### src/include/adc_scan_test_pkg.sv
package adc_scan_test_pkg;

  // register offsets on the plain register port
  localparam logic [7:0] SCAN_CONFIG_ADDR   = 8'h10;
  localparam logic [7:0] SCAN_MASK_ADDR     = 8'h12;
  localparam logic [7:0] TEST_UNLOCK_ADDR   = 8'hBF;
  localparam logic [7:0] TEST_CONTROL_ADDR  = 8'hC0;
  localparam logic [7:0] FORCED_LOW_ADDR    = 8'hC1;
  localparam logic [7:0] FORCED_HIGH_ADDR   = 8'hC2;

  localparam logic [7:0] TEST_UNLOCK_CODE   = 8'h96;

  // reset values
  localparam logic [7:0] SCAN_CONFIG_RESET  = 8'h00;
  localparam logic [7:0] SCAN_MASK_RESET    = 8'h00;
  localparam logic [7:0] TEST_UNLOCK_RESET  = 8'h00;
  localparam logic [7:0] TEST_CONTROL_RESET = 8'h00;
  localparam logic [7:0] FORCED_LOW_RESET   = 8'h00;
  localparam logic [7:0] FORCED_HIGH_RESET  = 8'h00;
  localparam logic [7:0] READ_IDLE_VALUE    = 8'h00;

  // field positions
  localparam int unsigned SCAN_RUN_BIT      = 4;
  localparam int unsigned SCAN_MODE_LSB     = 0;
  localparam int unsigned TEST_VOLTAGE_BIT  = 4;
  localparam int unsigned BIT_WALK_BIT      = 0;

  // implemented bits; the rest read as zero
  localparam logic [7:0] SCAN_CONFIG_MASK   = 8'h13;
  localparam logic [7:0] TEST_CONTROL_MASK  = 8'h11;

  localparam logic [1:0] SCAN_MODE_AUTO     = 2'h1;
  localparam int unsigned SCAN_CHANNELS     = 8;

endpackage

### src/design/adc_scan_test_regs.sv
// Added by the designer: the address-and-strobe port.
`timescale 1ns/100ps
// Contract
// - each set mask bit puts its input in the scan; clear bits drop it
// - test registers accept writes only after unlock code is written
// - test voltage bit set connects channel six to internal test voltage
// - bit-walk enable set overrides test voltage select; no connection
// - test control bit 0 enables bit-walk mode of bit decisions
// - low forced-sample register supplies pattern bits 7 down to 0
// - high forced-sample register supplies pattern bits 15 down to 8
// - forced pattern applies only while test features are enabled
// - auto mode with run set converts masked channels ascending
module adc_scan_test_regs #(
  parameter int unsigned CHANNELS = adc_scan_test_pkg::SCAN_CHANNELS
) (
  input  wire logic        core_clk,
  input  wire logic        rst,
  input  wire logic [7:0]  reg_addr,
  input  wire logic [7:0]  reg_wdata,
  input  wire logic        reg_wr,
  input  wire logic        reg_rd,
  output logic      [7:0]  reg_rdata,
  input  wire logic        conv_done,
  output logic             conv_start,
  output logic      [2:0]  scan_channel,
  output logic             scan_active,
  output logic             channel_six_test_connect,
  output logic             bit_decision_walk_enable,
  output logic             forced_pattern_enable,
  output logic      [15:0] forced_pattern
);

  if (CHANNELS != 8) begin : g_chk
    $error("adc_scan_test_regs: mask register is eight bits wide");
  end

  logic [7:0]  scan_config_reg;
  logic [7:0]  scan_channel_mask_reg;
  logic [7:0]  test_unlock_reg;
  logic [7:0]  test_control_reg;
  logic [7:0]  forced_sample_low_reg;
  logic [7:0]  forced_sample_high_reg;
  logic [7:0]  rdata_next;
  logic        test_unlocked;
  logic        test_wr_allow;
  logic        internal_test_voltage_select;
  logic        walk_bit;
  logic [1:0]  scan_mode_select;
  logic        scan_run;

  test_write_gate u_gate (
    .reg_addr      (reg_addr),
    .reg_wr        (reg_wr),
    .unlock_value  (test_unlock_reg),
    .test_unlocked (test_unlocked),
    .test_wr_allow (test_wr_allow)
  );

  assign scan_mode_select = scan_config_reg[
    adc_scan_test_pkg::SCAN_MODE_LSB +: 2];
  assign scan_run = scan_config_reg[adc_scan_test_pkg::SCAN_RUN_BIT];
  assign internal_test_voltage_select =
    test_control_reg[adc_scan_test_pkg::TEST_VOLTAGE_BIT];
  assign walk_bit = test_control_reg[adc_scan_test_pkg::BIT_WALK_BIT];

  // scan configuration: mode and run bits
  always_ff @(posedge core_clk or posedge rst) begin
    if (rst) begin
      scan_config_reg <= adc_scan_test_pkg::SCAN_CONFIG_RESET;
    end else if (reg_wr &&
                 reg_addr == adc_scan_test_pkg::SCAN_CONFIG_ADDR) begin
      scan_config_reg <= reg_wdata & adc_scan_test_pkg::SCAN_CONFIG_MASK;
    end
  end

  always_ff @(posedge core_clk or posedge rst) begin
    if (rst) begin
      scan_channel_mask_reg <= adc_scan_test_pkg::SCAN_MASK_RESET;
    end else if (reg_wr &&
                 reg_addr == adc_scan_test_pkg::SCAN_MASK_ADDR) begin
      scan_channel_mask_reg <= reg_wdata;
    end
  end

  // the key itself is always writable; writing anything else relocks
  always_ff @(posedge core_clk or posedge rst) begin
    if (rst) begin
      test_unlock_reg <= adc_scan_test_pkg::TEST_UNLOCK_RESET;
    end else if (reg_wr &&
                 reg_addr == adc_scan_test_pkg::TEST_UNLOCK_ADDR) begin
      test_unlock_reg <= reg_wdata;
    end
  end

  always_ff @(posedge core_clk or posedge rst) begin
    if (rst) begin
      test_control_reg <= adc_scan_test_pkg::TEST_CONTROL_RESET;
    end else if (test_wr_allow &&
                 reg_addr == adc_scan_test_pkg::TEST_CONTROL_ADDR) begin
      test_control_reg <= reg_wdata &
                          adc_scan_test_pkg::TEST_CONTROL_MASK;
    end
  end

  always_ff @(posedge core_clk or posedge rst) begin
    if (rst) begin
      forced_sample_low_reg <= adc_scan_test_pkg::FORCED_LOW_RESET;
    end else if (test_wr_allow &&
                 reg_addr == adc_scan_test_pkg::FORCED_LOW_ADDR) begin
      forced_sample_low_reg <= reg_wdata;
    end
  end

  always_ff @(posedge core_clk or posedge rst) begin
    if (rst) begin
      forced_sample_high_reg <= adc_scan_test_pkg::FORCED_HIGH_RESET;
    end else if (test_wr_allow &&
                 reg_addr == adc_scan_test_pkg::FORCED_HIGH_ADDR) begin
      forced_sample_high_reg <= reg_wdata;
    end
  end

  // read decode; unmapped offsets answer zero
  always_comb begin
    rdata_next = adc_scan_test_pkg::READ_IDLE_VALUE;
    case (reg_addr)
      adc_scan_test_pkg::SCAN_CONFIG_ADDR:  rdata_next = scan_config_reg;
      adc_scan_test_pkg::SCAN_MASK_ADDR:    rdata_next = scan_channel_mask_reg;
      adc_scan_test_pkg::TEST_UNLOCK_ADDR:  rdata_next = test_unlock_reg;
      adc_scan_test_pkg::TEST_CONTROL_ADDR: rdata_next = test_control_reg;
      adc_scan_test_pkg::FORCED_LOW_ADDR:   rdata_next = forced_sample_low_reg;
      adc_scan_test_pkg::FORCED_HIGH_ADDR:  rdata_next =
                                              forced_sample_high_reg;
      default:                              rdata_next =
                                              adc_scan_test_pkg::READ_IDLE_VALUE;
    endcase
  end

  // data valid only in the cycle after the read strobe
  always_ff @(posedge core_clk or posedge rst) begin
    if (rst) begin
      reg_rdata <= adc_scan_test_pkg::READ_IDLE_VALUE;
    end else if (reg_rd) begin
      reg_rdata <= rdata_next;
    end else begin
      reg_rdata <= adc_scan_test_pkg::READ_IDLE_VALUE;
    end
  end

  // test controls toward the converter core
  always_ff @(posedge core_clk or posedge rst) begin
    if (rst) begin
      channel_six_test_connect <= 1'b0;
      bit_decision_walk_enable <= 1'b0;
    end else begin
      // walk mode would corrupt the test voltage reading, so it wins
      channel_six_test_connect <= internal_test_voltage_select &&
                                  !walk_bit;
      bit_decision_walk_enable <= walk_bit;
    end
  end

  // pattern held at zero while locked so a stale value never leaks out
  always_ff @(posedge core_clk or posedge rst) begin
    if (rst) begin
      forced_pattern_enable <= 1'b0;
      forced_pattern        <= 16'h0000;
    end else begin
      forced_pattern_enable <= test_unlocked;
      forced_pattern <= test_unlocked ?
        {forced_sample_high_reg, forced_sample_low_reg} : 16'h0000;
    end
  end

  scan_sequencer #(
    .CHANNELS (CHANNELS),
    .IDX_W    (3)
  ) u_seq (
    .core_clk          (core_clk),
    .rst               (rst),
    .scan_mode_select  (scan_mode_select),
    .scan_run          (scan_run),
    .scan_channel_mask (scan_channel_mask_reg),
    .conv_done         (conv_done),
    .conv_start        (conv_start),
    .scan_channel      (scan_channel),
    .scan_active       (scan_active)
  );

  property p_locked_write_ignored;
    @(posedge core_clk) disable iff (rst)
      (reg_wr && test_unlock_reg != adc_scan_test_pkg::TEST_UNLOCK_CODE)
      |=> $stable(test_control_reg) && $stable(forced_sample_low_reg) &&
          $stable(forced_sample_high_reg);
  endproperty
  a_locked_write_ignored: assert property (p_locked_write_ignored)
    else $error("test register changed while locked");

  property p_unlocked_write_taken;
    @(posedge core_clk) disable iff (rst)
      (reg_wr && reg_addr == adc_scan_test_pkg::FORCED_HIGH_ADDR &&
       test_unlock_reg == adc_scan_test_pkg::TEST_UNLOCK_CODE)
      |=> forced_sample_high_reg == $past(reg_wdata);
  endproperty
  a_unlocked_write_taken: assert property (p_unlocked_write_taken)
    else $error("unlocked test write was lost");

  property p_test_voltage_connect;
    @(posedge core_clk) disable iff (rst)
      (internal_test_voltage_select && !walk_bit) |=>
        channel_six_test_connect;
  endproperty
  a_test_voltage_connect: assert property (p_test_voltage_connect)
    else $error("channel six not connected to test voltage");

  property p_walk_overrides;
    @(posedge core_clk) disable iff (rst)
      walk_bit |=> !channel_six_test_connect;
  endproperty
  a_walk_overrides: assert property (p_walk_overrides)
    else $error("test voltage connected during bit walk");

  property p_walk_follows;
    @(posedge core_clk) disable iff (rst)
      1'b1 |=> bit_decision_walk_enable == $past(walk_bit);
  endproperty
  a_walk_follows: assert property (p_walk_follows)
    else $error("bit walk output does not follow control bit");

  property p_pattern_low;
    @(posedge core_clk) disable iff (rst)
      test_unlocked |=> forced_pattern[7:0] == $past(forced_sample_low_reg);
  endproperty
  a_pattern_low: assert property (p_pattern_low)
    else $error("low pattern byte wrong");

  property p_pattern_high;
    @(posedge core_clk) disable iff (rst)
      test_unlocked |=>
        forced_pattern[15:8] == $past(forced_sample_high_reg);
  endproperty
  a_pattern_high: assert property (p_pattern_high)
    else $error("high pattern byte wrong");

  property p_pattern_gated;
    @(posedge core_clk) disable iff (rst)
      !test_unlocked |=> !forced_pattern_enable && forced_pattern == 16'h0000;
  endproperty
  a_pattern_gated: assert property (p_pattern_gated)
    else $error("forced pattern applied while test features off");

  property p_reserved_zero;
    @(posedge core_clk) disable iff (rst)
      (reg_rd && reg_addr == adc_scan_test_pkg::TEST_CONTROL_ADDR) |=>
        (reg_rdata & ~adc_scan_test_pkg::TEST_CONTROL_MASK) == 8'h00;
  endproperty
  a_reserved_zero: assert property (p_reserved_zero)
    else $error("reserved test control bits read nonzero");

  property p_mask_write;
    @(posedge core_clk) disable iff (rst)
      (reg_wr && reg_addr == adc_scan_test_pkg::SCAN_MASK_ADDR) |=>
        scan_channel_mask_reg == $past(reg_wdata);
  endproperty
  a_mask_write: assert property (p_mask_write)
    else $error("scan mask write was lost");

  property p_unlock_write;
    @(posedge core_clk) disable iff (rst)
      (reg_wr && reg_addr == adc_scan_test_pkg::TEST_UNLOCK_ADDR) |=>
        test_unlock_reg == $past(reg_wdata);
  endproperty
  a_unlock_write: assert property (p_unlock_write)
    else $error("unlock register write was lost");

  property p_low_write_taken;
    @(posedge core_clk) disable iff (rst)
      (reg_wr && reg_addr == adc_scan_test_pkg::FORCED_LOW_ADDR &&
       test_unlock_reg == adc_scan_test_pkg::TEST_UNLOCK_CODE)
      |=> forced_sample_low_reg == $past(reg_wdata);
  endproperty
  a_low_write_taken: assert property (p_low_write_taken)
    else $error("unlocked low pattern write was lost");

  property p_control_write_taken;
    @(posedge core_clk) disable iff (rst)
      (reg_wr && reg_addr == adc_scan_test_pkg::TEST_CONTROL_ADDR &&
       test_unlock_reg == adc_scan_test_pkg::TEST_UNLOCK_CODE)
      |=> test_control_reg ==
          ($past(reg_wdata) & adc_scan_test_pkg::TEST_CONTROL_MASK);
  endproperty
  a_control_write_taken: assert property (p_control_write_taken)
    else $error("unlocked test control write was lost");

  property p_voltage_clear;
    @(posedge core_clk) disable iff (rst)
      !internal_test_voltage_select |=> !channel_six_test_connect;
  endproperty
  a_voltage_clear: assert property (p_voltage_clear)
    else $error("channel six tied to test voltage while select clear");

  property p_pattern_enabled;
    @(posedge core_clk) disable iff (rst)
      test_unlocked |=> forced_pattern_enable;
  endproperty
  a_pattern_enabled: assert property (p_pattern_enabled)
    else $error("forced pattern not applied while enabled");

  property p_scan_stops;
    @(posedge core_clk) disable iff (rst)
      !(scan_run && scan_mode_select == adc_scan_test_pkg::SCAN_MODE_AUTO)
      |=> !scan_active;
  endproperty
  a_scan_stops: assert property (p_scan_stops)
    else $error("scan kept running after run or auto mode dropped");

  property p_control_readback;
    @(posedge core_clk) disable iff (rst)
      (reg_rd && reg_addr == adc_scan_test_pkg::TEST_CONTROL_ADDR) |=>
        reg_rdata == $past(test_control_reg);
  endproperty
  a_control_readback: assert property (p_control_readback)
    else $error("test control readback differs from stored value");

endmodule

### src/design/scan_sequencer.sv
`timescale 1ns/100ps
module scan_sequencer #(
  parameter int unsigned CHANNELS = adc_scan_test_pkg::SCAN_CHANNELS,
  parameter int unsigned IDX_W    = $clog2(CHANNELS)
) (
  input  wire logic                core_clk,
  input  wire logic                rst,
  input  wire logic [1:0]          scan_mode_select,
  input  wire logic                scan_run,
  input  wire logic [CHANNELS-1:0] scan_channel_mask,
  input  wire logic                conv_done,
  output logic                     conv_start,
  output logic [IDX_W-1:0]         scan_channel,
  output logic                     scan_active
);

  if (CHANNELS < 2 || CHANNELS > 8 || IDX_W != $clog2(CHANNELS)) begin : g_chk
    $error("scan_sequencer: CHANNELS must be 2..8");
  end

  typedef enum logic [1:0] {
    SEQ_IDLE    = 2'b01,
    SEQ_CONVERT = 2'b10
  } seq_state_e;

  seq_state_e state_reg;
  logic       go;

  // first enabled channel at or after the start point, wrapping
  function automatic logic [IDX_W-1:0] next_ch(
    input logic [CHANNELS-1:0] m,
    input logic [IDX_W-1:0]    cur,
    input logic                from_zero
  );
    int   k;
    logic found;
    next_ch = cur;
    found = 1'b0;
    for (int i = 0; i < CHANNELS; i++) begin
      k = from_zero ? i : (int'(cur) + i + 1) % CHANNELS;
      if (!found && m[k]) begin
        next_ch = IDX_W'(k);
        found = 1'b1;
      end
    end
  endfunction

  assign go = scan_run &&
              (scan_mode_select == adc_scan_test_pkg::SCAN_MODE_AUTO);

  always_ff @(posedge core_clk or posedge rst) begin
    if (rst) begin
      state_reg    <= SEQ_IDLE;
      conv_start   <= 1'b0;
      scan_channel <= '0;
      scan_active  <= 1'b0;
    end else begin
      conv_start <= 1'b0;
      case (state_reg)
        SEQ_IDLE: begin
          if (go && |scan_channel_mask) begin
            scan_channel <= next_ch(scan_channel_mask, '0, 1'b1);
            conv_start   <= 1'b1;
            scan_active  <= 1'b1;
            state_reg    <= SEQ_CONVERT;
          end
        end
        SEQ_CONVERT: begin
          // an in-flight conversion is abandoned when the run bit drops
          if (!go || !(|scan_channel_mask)) begin
            scan_active <= 1'b0;
            state_reg   <= SEQ_IDLE;
          end else if (conv_done) begin
            scan_channel <= next_ch(scan_channel_mask, scan_channel,
                                    1'b0);
            conv_start   <= 1'b1;
          end
        end
        default: begin
          scan_active <= 1'b0;
          state_reg   <= SEQ_IDLE;
        end
      endcase
    end
  end

  logic [CHANNELS-1:0] mask_seen;
  logic [IDX_W-1:0]    last_ch;
  logic                started;

  always_ff @(posedge core_clk or posedge rst) begin
    if (rst) begin
      mask_seen <= '0;
      last_ch   <= '0;
      started   <= 1'b0;
    end else begin
      mask_seen <= scan_channel_mask;
      if (conv_start) begin
        last_ch <= scan_channel;
      end
      started <= scan_active && (started || conv_start);
    end
  end

  property p_start_in_mask;
    @(posedge core_clk) disable iff (rst)
      conv_start |-> mask_seen[scan_channel];
  endproperty
  a_start_in_mask: assert property (p_start_in_mask)
    else $error("conversion started on a masked channel");

  property p_ascending;
    @(posedge core_clk) disable iff (rst)
      (conv_start && started) |->
        scan_channel == next_ch(mask_seen, last_ch, 1'b0);
  endproperty
  a_ascending: assert property (p_ascending)
    else $error("scan skipped or reversed channel order");

  property p_no_scan_unless_auto;
    @(posedge core_clk) disable iff (rst)
      !go |=> !conv_start;
  endproperty
  a_no_scan_unless_auto: assert property (p_no_scan_unless_auto)
    else $error("scan ran outside auto mode");

endmodule

### src/design/test_write_gate.sv
`timescale 1ns/100ps
module test_write_gate (
  input  wire logic [7:0] reg_addr,
  input  wire logic       reg_wr,
  input  wire logic [7:0] unlock_value,
  output logic            test_unlocked,
  output logic            test_wr_allow
);

  function automatic logic is_test_addr(input logic [7:0] a);
    is_test_addr = (a == adc_scan_test_pkg::TEST_CONTROL_ADDR) ||
                   (a == adc_scan_test_pkg::FORCED_LOW_ADDR) ||
                   (a == adc_scan_test_pkg::FORCED_HIGH_ADDR);
  endfunction

  // any value but the code keeps the group locked
  assign test_unlocked = (unlock_value ==
                          adc_scan_test_pkg::TEST_UNLOCK_CODE);
  assign test_wr_allow = reg_wr && is_test_addr(reg_addr) &&
                         test_unlocked;

endmodule

### config.mk
export PLATFORM = sky130hd
export DESIGN_NAME = adc_scan_test_regs
export DESIGN_NICKNAME = d
export VERILOG_FILES = /design/src/include/adc_scan_test_pkg.sv /design/src/design/adc_scan_test_regs.sv /design/src/design/scan_sequencer.sv /design/src/design/test_write_gate.sv
export SDC_FILE = /design/constraint.sdc
export NUM_CORES = 1
export LEC_CHECK = 0
export BUFFER_PORTS_ARGS = -buffer_cell sky130_fd_sc_hd__buf_2
export CAP_MARGIN = 10
export CORE_MARGIN = 10
export CORE_UTILIZATION = 55
export DETAILED_ROUTE_END_ITERATION = 10
export GPL_TIMING_DRIVEN = 0
export PLACE_DENSITY_LB_ADDON = 0.2
export SETUP_SLACK_MARGIN = 0.15
export SYNTH_ARGS = -nofsm -noshare
export SYNTH_HDL_FRONTEND = slang
export SYNTH_SLANG_ARGS = --single-unit
### constraint.sdc
create_clock -name core_clk -period 4.22 [get_ports core_clk]
set_input_delay 1.266 -clock core_clk [delete_from_list [all_inputs] [get_ports core_clk]]
set_output_delay 1.266 -clock core_clk [all_outputs]
set_load 0.01 [all_outputs]
==> summary.md <==
| Metric | Value |
|---|---|
| Ys Warns | 0 |
| Die footprint | between 0.01 and 0.015 sq mm |
| Row Count | 30 |
| Later-pin clock latency in the skew report | about 350 ps |
| Post-Syn Instances | about 340 |
| Grt met3 use | between 4 and 5% |
| Logic pwr share | a little under two fifths |
| Clock power frac | 27.2% |
| Clock root buffer | clkbuf_8 |
| Global-route wire length before repair | approximately 15,000 microns |
| Initial antenna violation count | 0 |
| Reg power frac | 36.0% |
| CP Capture Type | flip-flop |
| Die H | approximately 100 microns |
| Hold Violations, Final | 0 |
| # IOs | 53 |
| Post-synth EDFFs | 0 |
| Multi-input gate area | 0.001912 sq mm |
| Reg2Reg Setup Slack | ~850 ps |
| Synth Net Count | between 300 and 400 |
| Gp weighted congestion | around 0.87 |
| I/O Buffers | 52 |
| Drt drc | 0 |
| Critical path class | in -> reg |
| WL/cell | roughly 19 microns |
| CP arrival | 3900 ps |
| Mapped Avg Cell Area | 11.34 sq um |
| Post-synth top flop | dfrtp_1 |
| CTS tree | done |
| Register area | 0.001753 sq mm |
| Clock skew | about 17 ps |
| Drt via density | between 6 and 7 |
| Max Cap Viol | 0 |
| CTS max path bufs | 2 |
| Maximum clock rate | approximately 270 MHz |
| Busiest grt layer | met2 |
| Total power | 2.015 mW |
| Fraction of layout cells with a size suffix above 1 | about 33% |
| Post-synthesis sequential area ratio | a little under half |
| H-tree Lvls | 3 |
| Setup bufs post-CTS | 0 |
| Post-synthesis register bit count | 70 |
| DIE WIDTH | slightly above 100 microns |
| Post-synth cell types | 57 |
| Final number of setup-violating endpoints | 0 |
| Critical path peak fanout | 9 |
| Relative slew slack | 12.85% |
| GRT overflow | 0 |
| Post-route setup TNS | 0 ps |
| Number of hold buffers added after CTS | 0 |
| Async S/R FF share, synth | 100.0% |
| # resized after CTS | 0 |
| Worst-margin pin slew | roughly 1300 ps |
| Gr usage total | about 19% |
| Vias in the first global route | approximately 3.1k |
| Commonest non-fill, non-tap cell in the layout | dfrtp_1 |
| Post-route clock period utilization | 87.17% |
| Leak pwr | between 2 and 2.5 nW |
| Hold/Removal Path Class | reg -> reg |
| Max FFs per register | 16 |
| ANT cells | 0 |
| Largest net degree at the start of global routing | between 40 and 50 |
| Most flop-heavy register | forced_pattern |
| Sw power | between 0.7 and 0.8 mW |
| Reg clk slew, reported paths | roughly 80 ps |
| Netlist Area Pre-Place | between 0.003 and 0.004 sq mm |
| CP Launch Type | input port |
| Pwr per Cell Area | roughly 460 mW/mm^2 |
| Core footprint | 0.006756 sq mm |
| Slowest Stage Delay on Critical Path | approximately 1100 ps |
| Clock sink count | 70 |
| Worst VDD drop | approximately 0.00023 V |
| Status | completed |
| Most frequent cells in the layout | dfrtp_1 (69), buf_2 (55), mux2_2 (41), nand2_1 (27), and2_1 (16) |
| RSZ-0062 raised after global routing | no |
| Slew Viols, Final | 0 |
| Tmin final | around 3700 ps |
| Worst Path Required | between 4000 and 5000 ps |
| Crit path cell chain | buf_2 > nor3_1 > nand2_1 > nor3b_1 > nor2b_1 > clkbuf_1 > mux2_2 |
| Area Overhead vs Synth | 15.64% |
| Global Route met1 Usage | approximately 24% |
| Detailed placement HPWL | about 6700 microns |
| Drt pass-1 iters | 6 |
| DRT Wirelength | 9116 microns |
| Switching Share | 36.74% |
| Vias | approximately 3k |
| CP max stage cell | nor3b_1 |
| Clock buffer count from CTS | 9 |
| Met2 Usage GRT | between 30 and 40% |
| Initial DRC count | approximately 260 |
| DRT antenna net count | 0 |
| Effective utilization at floorplan | 56.24% |
| Post-layout net count | 427 |
| Int Pwr | around 1.3 mW |
| Fillers | about 540 |
[Yosys cell counts, types with 4 or more instances]
master	number	area share [%]
and2_1	16	2.6
mux2_2	41	12
nand2_1	27	2.7
a222oi_1	6	1.6
mux2_1	4	1.2
clkbuf_1	10	0.99
nor4_1	6	0.99
a31oi_1	6	0.99
a22oi_1	7	1.4
nor3b_1	4	0.79
nor2_1	14	1.4
dfrtp_1	69	45
nand3_1	6	0.79
nand2b_1	10	1.6
o21ai_0	6	0.79
mux4_2	7	4.1
ha_1	5	1.6
mux2i_1	7	1.8
a21oi_1	14	1.8
inv_1	13	1.3
nor3_1	4	0.53
[through the flow]
step	setup slack, ps	util (%)	cell area [sq um]	std cells	hold WS (ps)
6_report	541.5	65.04	4394	486	457.4
5_1_grt	393.7	65.04	4394	486	486.3
4_1_cts	572.6	64.89	4384	484	447.0
3_5_place_dp	235.6	61.96	4187	468	422.7
3_3_place_gp	390.1	61.57	4160	467	424.7
2_1_floorplan	1128	-	3800	335	391.8
[logic make-up after synthesis]
group                    share of synthesized area (%)
AND/OR/NAND/NOR                                  14.26
multiplexers                                     20.71
buffers and inverters                            3.721
adder cells (fa/ha/maj)                          1.646
XOR/XNOR                                         1.087
flip-flops                                       46.13
AO/OA/AOI/OAI                                    12.45
[critical path: cells and delay by family]
kind | cells | cell delay, ps
and+or+nand+nor | 4 | 1640
buffers and inverters | 2 | 580
muxes | 1 | 400
[layer usage]
| metal | vias up | part of all wire, % |
|---|---|---|
| li1 | 1388 | - |
| met1 | 1498 | 45 |
| met2 | 99 | 48 |
| met3 | 10 | 5.8 |
| met4 | 0 | 0.81 |
| met5 | - | 0 |
[layout make-up]
type,instances,share of cell area (%)
plain buffers,17,2.022
clock buffers,10,2.904
clock inverters,6,1.595
inverters,14,1.196
multi-input cells,234,43.51
flip-flops and latches,70,39.89
well taps,80,2.278
repair buffers,55,6.606
[final timing paths]
| kind | startpoint | endpoint | depth (start not counted) |
|---|---|---|---|
| setup / recovery | reg_addr[5] | forced_sample_low_reg[3]$_DFFE_PP0P_ | 7 |
| hold / removal | test_control_reg[0]$_DFFE_PP0P_ | bit_decision_walk_enable$_DFF_PP0_ | 0 |
| setup reg to reg | u_seq.scan_channel[0]$_DFFE_PP0P_ | u_seq.scan_channel[0]$_DFFE_PP0P_ | 12 |
| hold reg to reg | test_control_reg[0]$_DFFE_PP0P_ | bit_decision_walk_enable$_DFF_PP0_ | 0 |
| max in group asynchronous | rst | u_seq.state_reg[0]$_DFFE_PP1P_ | 3 |
| min in group asynchronous | rst | forced_pattern_enable$_DFF_PP0_ | 2 |
[power by group through the flow]
| stage | Sequential (mW) | Combinational (mW) | Clock, mW |
|---|---|---|---|
| 2_1_floorplan | 0.733 | 0.574 | 0 |
| 3_3_place_gp | 0.737 | 0.721 | 0 |
| 3_5_place_dp | 0.738 | 0.731 | 0 |
| 4_1_cts | 0.724 | 0.737 | 0.549 |
| 5_1_grt | 0.728 | 0.814 | 0.583 |
| 6_report | 0.725 | 0.743 | 0.548 |
No activity file was read; power rests on OpenSTA's default activity.
